File: src/asp_pkg.sv
// Shared constants of the asynchronous serial port: register map,
// control field positions, reset values, prescale counts and state codes.
// Assumes a 32-bit APB slave with one register per aligned word.
package asp_pkg;

   localparam logic [11:0] ADDR_DATA   = 12'h000;
   localparam logic [11:0] ADDR_CTRL   = 12'h004;
   localparam logic [11:0] ADDR_BAUD   = 12'h008;
   localparam logic [11:0] ADDR_STATUS = 12'h00C;

   // Control register field positions
   localparam int CTL_MODE = 7;
   localparam int CTL_FIX  = 6;
   localparam int CTL_MCE  = 5;
   localparam int CTL_REN  = 4;
   localparam int CTL_TB8  = 3;
   localparam int CTL_RB8  = 2;
   localparam int CTL_TI   = 1;
   localparam int CTL_RI   = 0;
   localparam logic [7:0] CTRL_RESET = 8'h40;

   // Baud register: reload in [7:0], run, source select, interrupt enable
   localparam int BD_RUN    = 8;
   localparam int BD_SEL_LO = 9;
   localparam int BD_IEN    = 12;
   localparam logic [7:0] RELOAD_RESET = 8'h00;

   // Status register fields above the live timer count in [7:0]
   localparam int ST_TXBUSY = 8;
   localparam int ST_RXBUSY = 9;

   // Timer clock sources
   localparam logic [2:0] CS_SYS    = 3'h0;
   localparam logic [2:0] CS_DIV4   = 3'h1;
   localparam logic [2:0] CS_DIV12  = 3'h2;
   localparam logic [2:0] CS_DIV48  = 3'h3;
   localparam logic [2:0] CS_EXTOSC = 3'h4;
   localparam logic [2:0] CS_EXTIN  = 3'h5;

   // Prescaler terminal counts (divisor minus one)
   localparam logic [5:0] PRE_4_MAX  = 6'h03;
   localparam logic [5:0] PRE_12_MAX = 6'h0B;
   localparam logic [5:0] PRE_48_MAX = 6'h2F;
   localparam logic [2:0] EXT_DIV_MAX = 3'h7;

   localparam logic [3:0] DATA_BITS = 4'h8;
   localparam logic [7:0] TMR_TOP   = 8'hFF;

   typedef enum logic [4:0] {
      TX_IDLE  = 5'h01,
      TX_START = 5'h02,
      TX_DATA  = 5'h04,
      TX_NINTH = 5'h08,
      TX_STOP  = 5'h10
   } asp_tx_e;

   typedef enum logic [4:0] {
      RX_IDLE  = 5'h01,
      RX_START = 5'h02,
      RX_DATA  = 5'h04,
      RX_NINTH = 5'h08,
      RX_STOP  = 5'h10
   } asp_rx_e;

endpackage

File: src/asp_tmr_if.sv
// Link between the port logic and one 8-bit auto-reload baud timer.
// Assumes all signals are on the single system clock.
`timescale 1ns/100ps
interface asp_tmr_if;
   logic       tick;
   logic       run;
   logic       restart;
   logic [7:0] reload;
   logic [7:0] count;
   logic       midTick;
   logic       bitTick;

   modport ctrl (output tick, run, restart, reload, input count, midTick, bitTick);
   modport tmr  (input tick, run, restart, reload, output count, midTick, bitTick);
endinterface

File: src/asp_uart.sv
// Asynchronous serial port with 8/9-bit framing, buffered receive and
// multiprocessor address filtering, reached over APB.
// Assumes APB master on clk; pins are asynchronous and get synchronised.
`timescale 1ns/100ps
module asp_uart (
   input  wire logic        clk,
   input  wire logic        rst_n,
   input  wire logic        psel,
   input  wire logic        penable,
   input  wire logic        pwrite,
   input  wire logic [11:0] paddr,
   input  wire logic [31:0] pwdata,
   output logic      [31:0] prdata,
   output logic             pready,
   output logic             pslverr,
   input  wire logic        serialRxPin,
   output logic             serialTxPin,
   input  wire logic        extOscClk,
   input  wire logic        timerExtInput,
   output logic             irq
);
   typedef struct packed {
      logic                 frameModeSelect;
      logic                 multiprocEnableBit;
      logic                 rxEnableBit;
      logic                 txNinthBitCtrl;
      logic                 rxNinthBitFlag;
      logic                 txDoneFlag;
      logic                 rxDoneFlag;
      logic [7:0]           rxBuf;
      logic [7:0]           reload;
      logic                 run;
      logic [2:0]           clkSel;
      logic                 irqEn;
      logic [31:0]          prdata;
      logic                 pready;
      logic                 pslverr;
      logic                 irq;
      logic [5:0]           pre;
      logic [2:0]           extCnt;
      logic [2:0]           rxSync;
      logic [2:0]           oscSync;
      logic [2:0]           extInSync;
      asp_pkg::asp_tx_e     txState;
      logic [7:0]           txShift;
      logic [3:0]           txIdx;
      logic                 txPin;
      logic                 txNinth;
      logic                 txMode;
      asp_pkg::asp_rx_e     rxState;
      logic [7:0]           rxShift;
      logic [3:0]           rxIdx;
      logic                 rxNinth;
   } asp_uart_s;

   localparam asp_uart_s RESET_STATE = '{
      frameModeSelect: asp_pkg::CTRL_RESET[asp_pkg::CTL_MODE],
      txState:         asp_pkg::TX_IDLE,
      rxState:         asp_pkg::RX_IDLE,
      reload:          asp_pkg::RELOAD_RESET,
      txPin:           1'b1,
      rxSync:          3'h7,
      default:         '0
   };

   asp_uart_s q;
   asp_uart_s d;

   asp_tmr_if txTif ();
   asp_tmr_if rxTif ();

   logic        setup;
   logic        wrAcc;
   logic        addrHit;
   logic [5:0]  preLimit;
   logic        oscRise;
   logic        extInFall;
   logic        baudTick;
   logic        startDet;
   logic        rxBit;
   logic        rxNinthCand;
   logic        rxLoad;
   logic [7:0]  ctrlByte;
   logic [31:0] rdData;

   assign setup   = psel && !penable;
   assign wrAcc   = psel && penable && q.pready && pwrite;
   assign addrHit = paddr == asp_pkg::ADDR_DATA || paddr == asp_pkg::ADDR_CTRL ||
                    paddr == asp_pkg::ADDR_BAUD || paddr == asp_pkg::ADDR_STATUS;

   // Timer clock source selection
   assign preLimit = (q.clkSel == asp_pkg::CS_DIV4)  ? asp_pkg::PRE_4_MAX  :
                     (q.clkSel == asp_pkg::CS_DIV12) ? asp_pkg::PRE_12_MAX :
                     (q.clkSel == asp_pkg::CS_DIV48) ? asp_pkg::PRE_48_MAX : 6'h00;
   assign oscRise  = q.oscSync[1] && !q.oscSync[2];
   assign extInFall = !q.extInSync[1] && q.extInSync[2];
   assign baudTick = (q.clkSel <= asp_pkg::CS_DIV48)  ? (q.pre == preLimit) :
                     (q.clkSel == asp_pkg::CS_EXTOSC) ?
                        (oscRise && q.extCnt == asp_pkg::EXT_DIV_MAX) :
                     (q.clkSel == asp_pkg::CS_EXTIN)  ? extInFall : 1'b0;

   // Falling edge on the idle line, only while receive is enabled
   assign startDet = q.rxState == asp_pkg::RX_IDLE && q.rxEnableBit && q.run &&
                     !q.rxSync[1] && q.rxSync[2];

   assign txTif.tick    = baudTick;
   assign txTif.run     = q.run;
   assign txTif.restart = 1'b0;
   assign txTif.reload  = q.reload;
   assign rxTif.tick    = baudTick;
   assign rxTif.run     = q.run;
   assign rxTif.restart = startDet;
   assign rxTif.reload  = q.reload;

   asp_reload_timer uTxTimer (
      .clk   (clk),
      .rst_n (rst_n),
      .tif   (txTif)
   );

   asp_reload_timer uRxTimer (
      .clk   (clk),
      .rst_n (rst_n),
      .tif   (rxTif)
   );

   // Ninth candidate is the ninth bit in 9-bit mode, else the stop bit
   assign rxBit       = q.rxSync[1];
   assign rxNinthCand = q.frameModeSelect ? q.rxNinth : rxBit;
   assign rxLoad      = q.rxState == asp_pkg::RX_STOP && rxTif.midTick &&
                        !q.rxDoneFlag && (!q.multiprocEnableBit || rxNinthCand);

   assign ctrlByte = {q.frameModeSelect, 1'b1, q.multiprocEnableBit, q.rxEnableBit,
                      q.txNinthBitCtrl, q.rxNinthBitFlag, q.txDoneFlag, q.rxDoneFlag};

   // Transmit register has no read path
   assign rdData = (paddr == asp_pkg::ADDR_DATA) ? {24'h00_0000, q.rxBuf} :
                   (paddr == asp_pkg::ADDR_CTRL) ? {24'h00_0000, ctrlByte} :
                   (paddr == asp_pkg::ADDR_BAUD) ?
                      {19'h0_0000, q.irqEn, q.clkSel, q.run, q.reload} :
                   (paddr == asp_pkg::ADDR_STATUS) ?
                      {22'h00_0000, q.rxState != asp_pkg::RX_IDLE,
                       q.txState != asp_pkg::TX_IDLE, txTif.count} : 32'h0000_0000;

   always_comb begin
      d         = q;
      d.rxSync  = {q.rxSync[1:0], serialRxPin};
      d.oscSync = {q.oscSync[1:0], extOscClk};
      d.extInSync = {q.extInSync[1:0], timerExtInput};
      d.pre     = (!q.run || q.pre >= preLimit) ? 6'h00 : q.pre + 6'h01;
      d.extCnt  = oscRise ? q.extCnt + 3'h1 : q.extCnt;

      // Zero-wait slave: answer registered in setup, valid in access phase
      d.pready  = setup;
      d.pslverr = setup && !addrHit;
      d.prdata  = (setup && !pwrite) ? rdData : 32'h0000_0000;

      if (wrAcc && paddr == asp_pkg::ADDR_CTRL) begin
         d.frameModeSelect    = pwdata[asp_pkg::CTL_MODE];
         d.multiprocEnableBit = pwdata[asp_pkg::CTL_MCE];
         d.rxEnableBit        = pwdata[asp_pkg::CTL_REN];
         d.txNinthBitCtrl     = pwdata[asp_pkg::CTL_TB8];
         d.rxNinthBitFlag     = pwdata[asp_pkg::CTL_RB8];
         d.txDoneFlag         = pwdata[asp_pkg::CTL_TI];
         d.rxDoneFlag         = pwdata[asp_pkg::CTL_RI];
      end
      if (wrAcc && paddr == asp_pkg::ADDR_BAUD) begin
         d.reload = pwdata[7:0];
         d.run    = pwdata[asp_pkg::BD_RUN];
         d.clkSel = pwdata[asp_pkg::BD_SEL_LO +: 3];
         d.irqEn  = pwdata[asp_pkg::BD_IEN];
      end

      // Transmitter, stepped by the divided transmit overflow
      case (q.txState)
         asp_pkg::TX_IDLE: begin
            // A write while busy is dropped; no transmit holding register
            if (wrAcc && paddr == asp_pkg::ADDR_DATA) begin
               d.txShift = pwdata[7:0];
               d.txNinth = q.txNinthBitCtrl;
               d.txMode  = q.frameModeSelect;
               d.txState = asp_pkg::TX_START;
            end
         end
         asp_pkg::TX_START: begin
            if (txTif.bitTick) begin
               d.txPin   = 1'b0;
               d.txIdx   = 4'h0;
               d.txState = asp_pkg::TX_DATA;
            end
         end
         asp_pkg::TX_DATA: begin
            if (txTif.bitTick) begin
               if (q.txIdx != asp_pkg::DATA_BITS) begin
                  d.txPin   = q.txShift[0];
                  d.txShift = {1'b0, q.txShift[7:1]};
                  d.txIdx   = q.txIdx + 4'h1;
               end else if (q.txMode) begin
                  d.txPin   = q.txNinth;
                  d.txState = asp_pkg::TX_NINTH;
               end else begin
                  d.txPin      = 1'b1;
                  d.txDoneFlag = 1'b1;
                  d.txState    = asp_pkg::TX_STOP;
               end
            end
         end
         asp_pkg::TX_NINTH: begin
            if (txTif.bitTick) begin
               d.txPin      = 1'b1;
               d.txDoneFlag = 1'b1;
               d.txState    = asp_pkg::TX_STOP;
            end
         end
         asp_pkg::TX_STOP: begin
            if (txTif.bitTick) begin
               d.txState = asp_pkg::TX_IDLE;
            end
         end
         default: begin
            d.txPin   = 1'b1;
            d.txState = asp_pkg::TX_IDLE;
         end
      endcase

      // Receiver on its own timer; samples on mid-bit overflows
      case (q.rxState)
         asp_pkg::RX_IDLE: begin
            if (startDet) begin
               d.rxState = asp_pkg::RX_START;
            end
         end
         asp_pkg::RX_START: begin
            if (rxTif.midTick) begin
               // Glitch shorter than half a bit is not a start
               d.rxState = rxBit ? asp_pkg::RX_IDLE : asp_pkg::RX_DATA;
               d.rxIdx   = 4'h0;
            end
         end
         asp_pkg::RX_DATA: begin
            if (rxTif.midTick) begin
               d.rxShift = {rxBit, q.rxShift[7:1]};
               d.rxIdx   = q.rxIdx + 4'h1;
               if (q.rxIdx == asp_pkg::DATA_BITS - 4'h1) begin
                  d.rxState = q.frameModeSelect ? asp_pkg::RX_NINTH : asp_pkg::RX_STOP;
               end
            end
         end
         asp_pkg::RX_NINTH: begin
            if (rxTif.midTick) begin
               d.rxNinth = rxBit;
               d.rxState = asp_pkg::RX_STOP;
            end
         end
         asp_pkg::RX_STOP: begin
            if (rxTif.midTick) begin
               // Buffer only moves on a passing load; overrun keeps old byte
               if (rxLoad) begin
                  d.rxBuf          = q.rxShift;
                  d.rxNinthBitFlag = rxNinthCand;
                  d.rxDoneFlag     = 1'b1;
               end
               d.rxState = asp_pkg::RX_IDLE;
            end
         end
         default: begin
            d.rxState = asp_pkg::RX_IDLE;
         end
      endcase

      d.irq = d.irqEn && (d.txDoneFlag || d.rxDoneFlag);
   end

   always_ff @(posedge clk or negedge rst_n) begin
      if (!rst_n) begin
         q <= RESET_STATE;
      end else begin
         q <= d;
      end
   end

   assign prdata      = q.prdata;
   assign pready      = q.pready;
   assign pslverr     = q.pslverr;
   assign serialTxPin = q.txPin;
   assign irq         = q.irq;

   logic ctrlWr;
   assign ctrlWr = wrAcc && paddr == asp_pkg::ADDR_CTRL;
endmodule

File: src/asp_reload_timer.sv
// One 8-bit auto-reload baud timer with a divide-by-two overflow phase.
// Assumes tick is a one-cycle enable on clk; restart wins over counting.
`timescale 1ns/100ps
module asp_reload_timer (
   input wire logic clk,
   input wire logic rst_n,
   asp_tmr_if.tmr   tif
);
   typedef struct packed {
      logic [7:0] count;
      logic       phase;
      logic       midTick;
      logic       bitTick;
   } asp_tmr_s;

   asp_tmr_s q;
   asp_tmr_s d;

   always_comb begin
      d         = q;
      d.midTick = 1'b0;
      d.bitTick = 1'b0;
      if (tif.restart) begin
         d.count = tif.reload;
         d.phase = 1'b0;
      end else if (tif.run && tif.tick) begin
         if (q.count == asp_pkg::TMR_TOP) begin
            d.count   = tif.reload;
            d.phase   = ~q.phase;
            // Odd overflows fall mid-bit, even ones end a bit
            d.midTick = ~q.phase;
            d.bitTick = q.phase;
         end else begin
            d.count = q.count + 8'h01;
         end
      end
   end

   always_ff @(posedge clk or negedge rst_n) begin
      if (!rst_n) begin
         q <= '0;
      end else begin
         q <= d;
      end
   end

   assign tif.count   = q.count;
   assign tif.midTick = q.midTick;
   assign tif.bitTick = q.bitTick;
endmodule

File: config.mk
export PLATFORM = sky130hd
export DESIGN_NAME = asp_uart
export DESIGN_NICKNAME = d
export VERILOG_FILES = /design/src/asp_pkg.sv /design/src/asp_tmr_if.sv /design/src/asp_uart.sv /design/src/asp_reload_timer.sv
export SDC_FILE = /design/constraint.sdc
export NUM_CORES = 1
export LEC_CHECK = 0
export BUFFER_PORTS_ARGS = -buffer_cell sky130_fd_sc_hd__buf_2
export CELL_PAD_IN_SITES_DETAIL_PLACEMENT = 0
export CELL_PAD_IN_SITES_GLOBAL_PLACEMENT = 2
export CORE_MARGIN = 5
export CORE_UTILIZATION = 40
export CTS_BUF_LIST = sky130_fd_sc_hd__clkbuf_16
export DETAILED_ROUTE_END_ITERATION = 12
export PLACE_DENSITY = 0.85
export SLEW_MARGIN = 25
export SYNTH_ARGS = -nofsm -noshare
export SYNTH_HDL_FRONTEND = slang
export SYNTH_SLANG_ARGS = --single-unit
File: constraint.sdc
create_clock -name clk -period 5 [get_ports clk]
set_input_delay 0.5 -clock clk [delete_from_list [all_inputs] [get_ports clk]]
set_output_delay 0.5 -clock clk [all_outputs]
set_load 0.02 [all_outputs]
======== After elaboration in Yosys (flattened, before gate mapping) ========
Index checks and enable logic that the tools add are counted.
storage, ports and cells
  register bits ........................... 120
  input port bits ......................... 52
cells by class
  order comparisons ....................... 2
  bitwise gates (word level) .............. 3
  eq/ne operators ......................... 39
  muxes and demuxes ....................... 61
  reduce and logical (&&, ||, !) cells .... 55
  $add $sub $neg .......................... 6
operator list
  operator                                                                 count
  13-bit two-way mux                                                       5
  5-bit two-way mux                                                        12
  5-bit case mux with 5 select lines                                       2
  9-bit two-way mux                                                        4
  12-bit by 4-bit equality test with 1-bit output (second input constant)  2
  6-bit two-way mux                                                        4
  1-bit logical AND                                                        21
  18-bit two-way mux                                                       1
  1-bit two-way mux                                                        17
  17-bit two-way mux                                                       1
  8-bit by 1-bit adder with 8-bit output (second input constant)           2
  8-bit equality test (second input constant)                              2
  8-bit two-way mux                                                        2
  2-bit by 1-bit != test with 1-bit output (second input constant)         8
  4-bit case mux with 2 select lines                                       2
  8-bit case mux with 2 select lines                                       1
  12-bit by 3-bit equality test with 1-bit output (second input constant)  1
  12-bit logical NOT                                                       1
  12-bit two-way mux                                                       1
  4-bit AND reduction                                                      3
  6-bit AND reduction                                                      2
  11-bit two-way mux                                                       1
  5-bit by 1-bit equality test with 1-bit output (second input constant)   2
  5-bit by 2-bit equality test with 1-bit output (second input constant)   2
  other kinds (29)                                                         67

======== Depth between registers and ports, before layout ========
Gate-level depths: netlist of run 1.
  depth after elaboration ................. 11
  depth in mapped cells ................... 10
  mapped depth without buffers ............ 8

======== Cells and area by module ========
A second synthesis of run 1 with hierarchy kept.
second synthesis, totals
  cells, all modules ...................... 599
  area, all modules ....................... 6,328.6 um^2
modules (own cells, without submodules)
  module            seq. area each (um^2)  cells each  instances  area each (um^2)
  asp_uart          2,509.9                439         1          4,884.7
  asp_reload_timer  275.3                  80          2          721.9

======== Worst setup path before layout of run 1 ========
Ideal clock, no wire load.
  path kind ............................... register -> register
  start point ............................. reg q[94] (netlist bit)
  end point ............................... reg uTxTimer.q, in the netlist uTxTimer.tif.count[4]
  slack ................................... 2.826 ns
  cell stages (with the launch flop) ...... 8
  clock period less this slack ............ 2.174 ns
  buffers on the path ..................... 0
  arrival ................................. 2.046 ns
  path through ............................ dfrtp_1 nand3b_1 ha_1 and4b_1 nand3_1 o32a_1 or3_1 mux2_1
on the way
  longest elaborated chain between the ends .. 7
  elaborated cells on any way between the ends .. 14
  those cells by class .................... order compare: 1; eq/ne: 6; mux: 6; reduce/logical: 1
RTL lines
  element                                         line                    text
  start, declared                                 asp_uart.sv:66          asp_uart_s q;
  start signal, assigned                          asp_uart.sv:276         q <= RESET_STATE;
  start signal, assigned                          asp_uart.sv:278         q <= d;
  3-bit by 2-bit equality test with 1-bit output  asp_uart.sv:94          (q.clkSel == asp_pkg::CS_DIV48) ? asp_pkg::PRE_48_MAX : 6'h00;
  6-bit two-way mux                               asp_uart.sv:94
  6-bit two-way mux                               asp_uart.sv:93          (q.clkSel == asp_pkg::CS_DIV12) ? asp_pkg::PRE_12_MAX :
  6-bit two-way mux                               asp_uart.sv:92          assign preLimit = (q.clkSel == asp_pkg::CS_DIV4) ? asp_pkg::PRE_4_MAX :
  6-bit equality test                             asp_uart.sv:97          assign baudTick = (q.clkSel <= asp_pkg::CS_DIV48) ? (q.pre == preLimit) :
  1-bit two-way mux (*)                           asp_uart.sv:97
  1-bit logical AND (*)                           asp_reload_timer.sv:26  end else if (tif.run && tif.tick) begin
  end signal, assigned                            asp_reload_timer.sv:41  q <= '0;
  end signal, assigned                            asp_reload_timer.sv:43  q <= d;
  end, declared                                   asp_reload_timer.sv:16  asp_tmr_s q;
Every way passes the cells marked *; elsewhere a longest branch is shown, timed or not.
A chain may end at the register's enable or synchronous reset.

======== Final worst setup path of run 1 ========
  start point ............................. reg q[94] (netlist bit)
  end point ............................... reg uRxTimer.q, in the netlist uRxTimer.tif.count[2]
on the way
  longest elaborated chain between the ends .. 8
  elaborated cells on any way between the ends .. 15
  those cells by class .................... order compare: 1; eq/ne: 6; mux: 6; reduce/logical: 2
RTL lines
  element                                         line
  3-bit by 2-bit equality test with 1-bit output  asp_uart.sv:94
  6-bit two-way mux                               asp_uart.sv:94
  6-bit two-way mux                               asp_uart.sv:93
  6-bit two-way mux                               asp_uart.sv:92
  6-bit equality test                             asp_uart.sv:97
  1-bit two-way mux (*)                           asp_uart.sv:97
  1-bit logical AND (*)                           asp_reload_timer.sv:26
  2-bit nonzero test (no source line) (*)         --
  end signal, assigned                            asp_reload_timer.sv:41
  end signal, assigned                            asp_reload_timer.sv:43
  end, declared                                   asp_reload_timer.sv:16
Marked as above.

==> key figures, run 1 <==
Detailed routing
  – Via density: ~5.4
  – DRC: 0
  – Routed WL per cell: 17.1 um
  – Final wirelength: 13,400 um
  – Via Count: about 4,200
  – DRT iter0 DRCs: 235
  – DRT Pass-1 Iters: 4
  – Post-route ant nets: 0

Clock tree
  – Worst-skew pair later-pin latency: 0.42 ns
  – Post-CTS Setup Bufs: 0
  – Clock tree sinks: between 100 and 150
  – Num CTS Buffers: 17
  – CTS tree: done
  – CTS resizes: 0
  – H-tree depth: 4
  – Hold-fix buffers at CTS: 0
  – Clock-pin slew on the worst setup and hold paths: 0.05 ns
  – Clock tree buffer depth: 2
  – Root Buffer: clkbuf_16

Worst setup path
  – Worst path arrival time: 3.23 ns
  – CP Launch Type: flip-flop
  – Worst Setup End Kind: flip-flop
  – R2R cell count: 7
  – Crit path max fanout: 23
  – RR Endpoint: uRxTimer.tif.count[2]$_DFFE_PN0P_
  – Critical Path RT: 5.30 ns
  – R2R Setup Slk: 2.08 ns
  – Reg-to-reg critical path startpoint: q[94]$_DFFE_PN0P_
  – Critical path class: flip-flop to flip-flop

Final layout
  – Fin util: 0.461
  – Layout Area Growth over Synthesis: 14.1%
  – Number of inserted diodes: 0
  – Share of cells above drive strength 1: 0.219
  – Final instance area: 6960 um^2
  – Final nets: 650

GRT
  – Vias in the first global route: 4,213
  – Tot GR Track Use: 0.157
  – Grt total ovfl: 0
  – Largest net degree at the start of global routing: 64
  – First-pass GRT wire length: ~22,000 um
  – Initial antenna violation count: 0

Synthesis
  – Synthesized area: 6100 um^2
  – Cells after Synth: 554
  – Main synth FF type: dfrtp_1
  – Fraction of registers with async set/reset: 1.00
  – #FFs+latches synth: 120
  – Sequential fraction of the synthesis area: 0.493
  – Post-synth EDFFs: 0
  – Netlist cell types: 71
  – Post-Syn Area per Cell: 11.0 um^2
  – Synthesis Warnings: 0

STA
  – Worst-margin pin slew: 0.892 ns
  – Tcrit/Tclk final: 0.585
  – Max Clk Rate: 0.342 GHz
  – RSZ-0062 raised after global routing: false
  – Max-slew violations: 0
  – Setup_tns: 0 ns
  – Skew final: 0.00980 ns
  – Fin crit period: 2.92 ns
  – Setup Viol. Count Final: 0
  – Final hold violations: 0
  – Slew HR: 0.405

Floorplan
  – Core area: 15,100 um^2
  – Die Wd: 134 um
  – Die H: 134 um
  – Starting Density: 0.404
  – Full die area: 17,800 um^2
  – IO Pins: 88
  – Cell row count: 45

Run status
  – Status: finished clean

Power
  – Pwr dens: ~350 nW/um^2
  – Static Leakage: 3.37 nW
  – Peak VDD IR: 0.000241 V

Placement
  – DPL Wire Length: 9510 um
  – GPL Wtd Cong: 0.786
  – Post-DP Area: 6320 um^2
  – I/O Buffers: 49

Flow run
  – Max Cap Violations: 0

Hold path
  – Hold Crit Class: input port to asynchronous set/reset pin
final cells by class:
| class | instances | area (um^2) |
|---|---|---|
| timing repair buffer | 51 | 263 |
| inverter | 15 | 56.3 |
| tap | 188 | 235 |
| multi-input combinational | 380 | 2760 |
| clock buffer | 17 | 425 |
| clock inverter | 15 | 208 |
| sequential | 120 | 3010 |
| fill | 1406 | 8130 |
sequential cells by signal, indices dropped and copies added (netlist names):
| register | flops |
|---|---|
| pready | 1 |
| uRxTimer.tif.midTick | 1 |
| q | 61 |
| prdata | 13 |
| uTxTimer.tif.count | 8 |
| uTxTimer.tif.bitTick | 1 |
| ctrlByte | 7 |
| uTxTimer.q | 1 |
| uRxTimer.tif.count | 8 |
| rxTif.reload | 8 |
| d | 6 |
| irq | 1 |
| uRxTimer.q | 1 |
| rxTif.run | 1 |
| serialTxPin | 1 |
| pslverr | 1 |
power by group:
part           internal [W]  switching [W]  leakage [nW]  total (W)
clock              0.000875       0.000440         0.301    0.00131
sequential         0.000991     0.00000969          1.62    0.00100
combinational     0.0000335      0.0000645          1.44  0.0000980
total               0.00190       0.000514          3.37    0.00241
logic make-up (layout without fill, tap and decap cells):
| logic type | after synthesis | after routing | share of synthesized area |
|---|---|---|---|
| and+or+nand+nor | 167 | 167 | 0.156 |
| DFF | 120 | 120 | 0.493 |
| AOI/OAI and AO/OA | 101 | 101 | 0.112 |
| buffers and inverters | 72 | 98 | 0.0683 |
| muxes | 70 | 70 | 0.129 |
| adders and majority gates | 13 | 13 | 0.0267 |
| xor gates and xnor gates | 10 | 10 | 0.0144 |
| other | 1 | 19 | 0.000615 |
cell usage in the layout, fill, tap and decap left out, types with 7 or more instances in the layout:
master,n
dfrtp_1,114
a221oi_1,8
o21ai_1,11
nand3_1,19
mux2_4,9
clkbuf_16,17
mux2i_1,28
a21oi_1,12
nand2_1,40
ha_1,13
buf_2,48
conb_1,19
nor2_1,25
o21ai_0,26
xor2_1,7
nand2b_1,11
inv_1,15
and3_1,9
mux2_2,27
nand4_1,7
per-stage QoR:
| stage | instances | hold WS, ns | power (W) | setup slack [ns] |
|---|---|---|---|---|
| final | 786 | 0.163 | 0.00241 | 2.08 |
| after floorplan | 572 | 0.204 | 0.00108 | 2.83 |
| after global placement | 754 | 0.340 | 0.00111 | 2.22 |
| after global routing | 786 | 0.161 | 0.00250 | 1.86 |
| after detailed placement | 754 | 0.336 | 0.00112 | 2.09 |
| after CTS | 786 | 0.160 | 0.00244 | 2.09 |
how the worst max path moves through the flow:
| stage | startpoint | endpoint | slack [ns] | depth (start not counted) |
|---|---|---|---|---|
| floorplan | q[94]$_DFFE_PN0P_ | uTxTimer.tif.count[4]$_DFFE_PN0P_ | 2.83 | 7 |
| global placement | q[94]$_DFFE_PN0P_ | uRxTimer.tif.count[2]$_DFFE_PN0P_ | 2.22 | 7 |
| detailed placement | q[94]$_DFFE_PN0P_ | uRxTimer.tif.count[4]$_DFFE_PN0P_ | 2.09 | 7 |
| CTS | q[94]$_DFFE_PN0P_ | uRxTimer.tif.count[2]$_DFFE_PN0P_ | 2.09 | 7 |
| global route | q[94]$_DFFE_PN0P_ | uRxTimer.tif.count[3]$_DFFE_PN0P_ | 1.86 | 7 |
| finish | q[94]$_DFFE_PN0P_ | uRxTimer.tif.count[2]$_DFFE_PN0P_ | 2.08 | 7 |
routing by layer:
layer / wire [um] / part of all wire / global-route usage
met5: 0 / 0 / 0
met1: 6470 / 0.48 / 0.213
met4: 243 / 0.018 / 0.0594
met2: 6260 / 0.47 / 0.244
met3: 447 / 0.033 / 0.0374
Yosys cell counts (4+ instances only):
| library cell | number | area, um^2 |
|---|---|---|
| nor2b_1 | 4 | 25.0 |
| nor3_1 | 6 | 30.0 |
| a221oi_1 | 8 | 70.1 |
| and4_1 | 6 | 52.6 |
| clkbuf_1 | 15 | 56.3 |
| dfstp_2 | 6 | 158 |
| nand3b_1 | 5 | 37.5 |
| nand2b_1 | 11 | 68.8 |
| mux2_1 | 6 | 67.6 |
| nor2_1 | 25 | 93.8 |
| mux2_2 | 27 | 304 |
| o21ai_1 | 11 | 55.1 |
| a21oi_1 | 12 | 60.1 |
| buf_2 | 6 | 30.0 |
| mux2i_1 | 28 | 280 |
| o21ai_0 | 26 | 130 |
| nor4_1 | 5 | 31.3 |
| a211o_1 | 6 | 52.6 |
| o22ai_1 | 4 | 25.0 |
| nand2_1 | 40 | 150 |
| and3_1 | 9 | 56.3 |
| dfrtp_1 | 114 | 2850 |
| mux2_4 | 9 | 135 |
| or3_1 | 6 | 37.5 |
| nand4_1 | 7 | 43.8 |
| ha_1 | 13 | 163 |
| nand3_1 | 19 | 95.1 |
| inv_1 | 15 | 56.3 |
| buf_4 | 32 | 240 |
| xor2_1 | 7 | 61.3 |
worst max-delay path, cell delays in order (launching register included):
cell,delay [ns]
dfrtp_1,0.43
nand3b_1,0.22
ha_1,0.31
and4b_1,0.21
nand3_1,0.16
o32a_1,0.76
o21ai_0,0.36
a211o_1,0.35
(Power assumes the default switching activity.)
==> run 2: changes to the inputs <==
--- a/config.mk
+++ b/config.mk
@@ -9,10 +9,10 @@
 export CELL_PAD_IN_SITES_DETAIL_PLACEMENT = 0
 export CELL_PAD_IN_SITES_GLOBAL_PLACEMENT = 2
 export CORE_MARGIN = 5
-export CORE_UTILIZATION = 40
+export CORE_UTILIZATION = 34
 export CTS_BUF_LIST = sky130_fd_sc_hd__clkbuf_16
 export DETAILED_ROUTE_END_ITERATION = 12
-export PLACE_DENSITY = 0.85
+export PLACE_DENSITY = 0.77
 export SLEW_MARGIN = 25
 export SYNTH_ARGS = -nofsm -noshare
 export SYNTH_HDL_FRONTEND = slang
==> constraint.sdc (replaced) <==
create_clock -name clk -period 2.5 [get_ports clk]
set_input_delay 0.25 -clock clk [delete_from_list [all_inputs] [get_ports clk]]
set_output_delay 0.25 -clock clk [all_outputs]
set_load 0.02 [all_outputs]
==> run 2 against run 1 <==
Compared with the run above:
- sequential share of layout area fell by 1.0 points
- clock power rose by 82%
- global-route usage fell by 1.5 points
- total power rose by 91%
- die area rose by 16%
- critical path type unchanged
- highest routed layer unchanged
==> key figures, run 2 (synthesis gave the netlist of run 1 again) <==
Run status
  – Status: finished clean

STA
  – Worst-margin pin slew: 0.709 ns (-0.183 ns)
  – Skew final: 0.00684 ns (-0.00296 ns)
  – Fin crit period: 2.34 ns (-0.580 ns)
  – Max-slew violations: 0 (unchanged)
  – Final hold violations: 0 (unchanged)
  – Slew HR: 0.527 (+0.123)
  – Setup Viol. Count Final: 0 (unchanged)
  – Tcrit/Tclk final: 0.938 (+0.353)
  – Max Clk Rate: 0.427 GHz (+25%)
  – Setup_tns: 0 ns (unchanged)
  – RSZ-0062 raised after global routing: false
  – Worst Setup Slack, final: 0.156 ns (-1.92 ns)

Final layout
  – Number of inserted diodes: 0 (unchanged)
  – Fin util: 0.400 (-0.0615)
  – Most flop-heavy register: q
  – Layout Area Growth over Synthesis: 16.9%
  – Max reg flops: 61 (unchanged)
  – Commonest non-fill, non-tap cells in the layout: dfrtp_1 (114), buf_2 (48), nand2_1 (40)
  – Final nets: 670 (+3.1%)
  – Share of cells above drive strength 1: 0.241 (+0.0220)
  – Most common cell after layout, fill and taps aside: dfrtp_1

Clock tree
  – Clock tree buffer depth: 2 (unchanged)
  – Clock tree sinks: 120 (unchanged)
  – Clock-pin slew on the worst setup and hold paths: 0.06 ns (about the same)
  – Worst-skew pair later-pin latency: 0.42 ns (about the same)
  – Root Buffer: clkbuf_16
  – CTS tree: done
  – H-tree depth: 4 (unchanged)
  – Num CTS Buffers: 17 (unchanged)

Worst setup path
  – Critical Path RT: 2.80 ns (-2.50 ns)
  – Worst Setup End Kind: flip-flop
  – CP Launch Type: flip-flop
  – Worst Setup SP: q[94]$_DFFE_PN0P_
  – Reg-to-reg critical path startpoint: q[94]$_DFFE_PN0P_
  – Critical path class: flip-flop to flip-flop
  – Crit path max fanout: 7 (-70%)
  – Worst path arrival time: 2.64 ns (-0.59 ns)

Detailed routing
  – DRT iter0 DRCs: 225 (-4.3%)
  – DRC: 0 (unchanged)
  – Routed WL per cell: 16.6 um (-2.7%)
  – Via Count: 4,382 (+3.6%)
  – Post-route ant nets: 0 (unchanged)
  – DRT Pass-1 Iters: 4 (unchanged)
  – Via density: 5.17 (-3.9%)
  – Final wirelength: 14,100 um (+4.9%)

Placement
  – GPL Wtd Cong: 0.788 (+0.23%)
  – DPL Wire Length: 10,100 um (+6.7%)
  – I/O Buffers: 49 (unchanged)
  – Setup WS pre-CTS: 0.158 ns (-1.93 ns)

Power
  – Peak VDD IR: 0.000454 V (+88%)
  – Pwr dens: 645 nW/um^2 (+86%)
  – Static Leakage: 3.43 nW (+2.0%)
  – Tot Pwr: 0.00460 W (+91%)

Floorplan
  – Cell row count: 49 (+8.9%)
  – Core area: 17,800 um^2 (+18%)
  – Starting Density: 0.342 (-0.0624)
  – Die H: 144 um (+7.8%)
  – Die Wd: 144 um (+7.8%)
  – Full die area: 20,700 um^2 (+16%)
  – IO Pins: 88 (unchanged)

Hold path
  – Hold path start: pwdata[11]
  – Hold Crit Class: input port to flip-flop

GRT
  – Vias in the first global route: 4,376 (+3.9%)
  – Largest net degree at the start of global routing: 52 (-19%)
  – Tot GR Track Use: 0.141 (-0.0154)
  – First-pass GRT wire length: 22,700 um (+2.5%)
  – Initial antenna violation count: 0 (unchanged)
  – Grt total ovfl: 0 (unchanged)

Flow run
  – Max Cap Violations: 0 (unchanged)
[run 2: cell count changes in the layout (fill, tap and decap cells not counted), moves of 3 or more]
cell,previous run,this run
bufinv_16,5,2
dlygate4sd3_1,0,4
buf_4,3,17
clkinv_4,1,4
[run 2: final timing paths]
path / to / slack [ns] / depth (start not counted)
worst max-delay path: uTxTimer.tif.count[4]$_DFFE_PN0P_ / 0.16 / 7
worst max register to register: uTxTimer.tif.count[4]$_DFFE_PN0P_ / 0.16 / 7
worst min-delay path: q[94]$_DFFE_PN0P_ / 0.05 / 2
min in group asynchronous: q[54]$_DFF_PN0_ / 0.43 / 2
worst min register to register: d[40]$_DFF_PN0_ / 0.35 / 0
max in group asynchronous: q[33]$_DFFE_PN1P_ / 1.36 / 3
[run 2: what timing repair did]
action | in CTS | in global routing
endpoints found under the setup margin | 0 | 3
endpoints found under the hold margin | 51 | 0
hold buffers | 4 | 0
gates resized for setup | 0 | 1
buffers inserted | 0 | 0
[run 2: area by class of cell]
type                    count  area [um^2]
fillers                  1693        10700
flip-flops and latches    120         3010
multi-input cells         380         2750
repair buffers             71          448
clock buffers              17          425
well taps                 229          287
clock inverters            15          155
inverters                  15         56.3
[run 2: report_power, final]
group	leakage, nW	total [W]	switching (W)	internal [W]
Clock	0.269	0.00239	0.000930	0.00146
Combinational	1.54	0.000205	0.000128	0.0000765
Sequential	1.62	0.00200	0.0000208	0.00198
Total	3.43	0.00460	0.00108	0.00352
[run 2: worst max-delay path, cell delays in order (launching register included)]
cell and delay (ns):
dfrtp_1 0.43, nand3b_1 0.22, ha_1 0.32, and4b_1 0.22, nand3_1 0.11, o32a_1 0.24, or3_1 0.38, mux2_1 0.31
[run 2: metal layers]
layer / vias up / part of all wire / global-route usage / wire length, um
met5: - / 0 / 0 / 0
met4: 0 / 0.016 / 0.0525 / 223
met3: 19 / 0.041 / 0.0396 / 579
met2: 104 / 0.47 / 0.215 / 6670
met1: 2174 / 0.47 / 0.193 / 6600
li1: 2085 / - / - / -
[run 2: through the flow]
stage	area [um^2]	std cells	hold slack [ns]
CTS	7130	847	0.0337
global route	7130	847	0.0396
finish	7130	847	0.0488
floorplan	6170	572	-0.0456
detailed placement	6510	811	0.337
global placement	6510	811	0.333
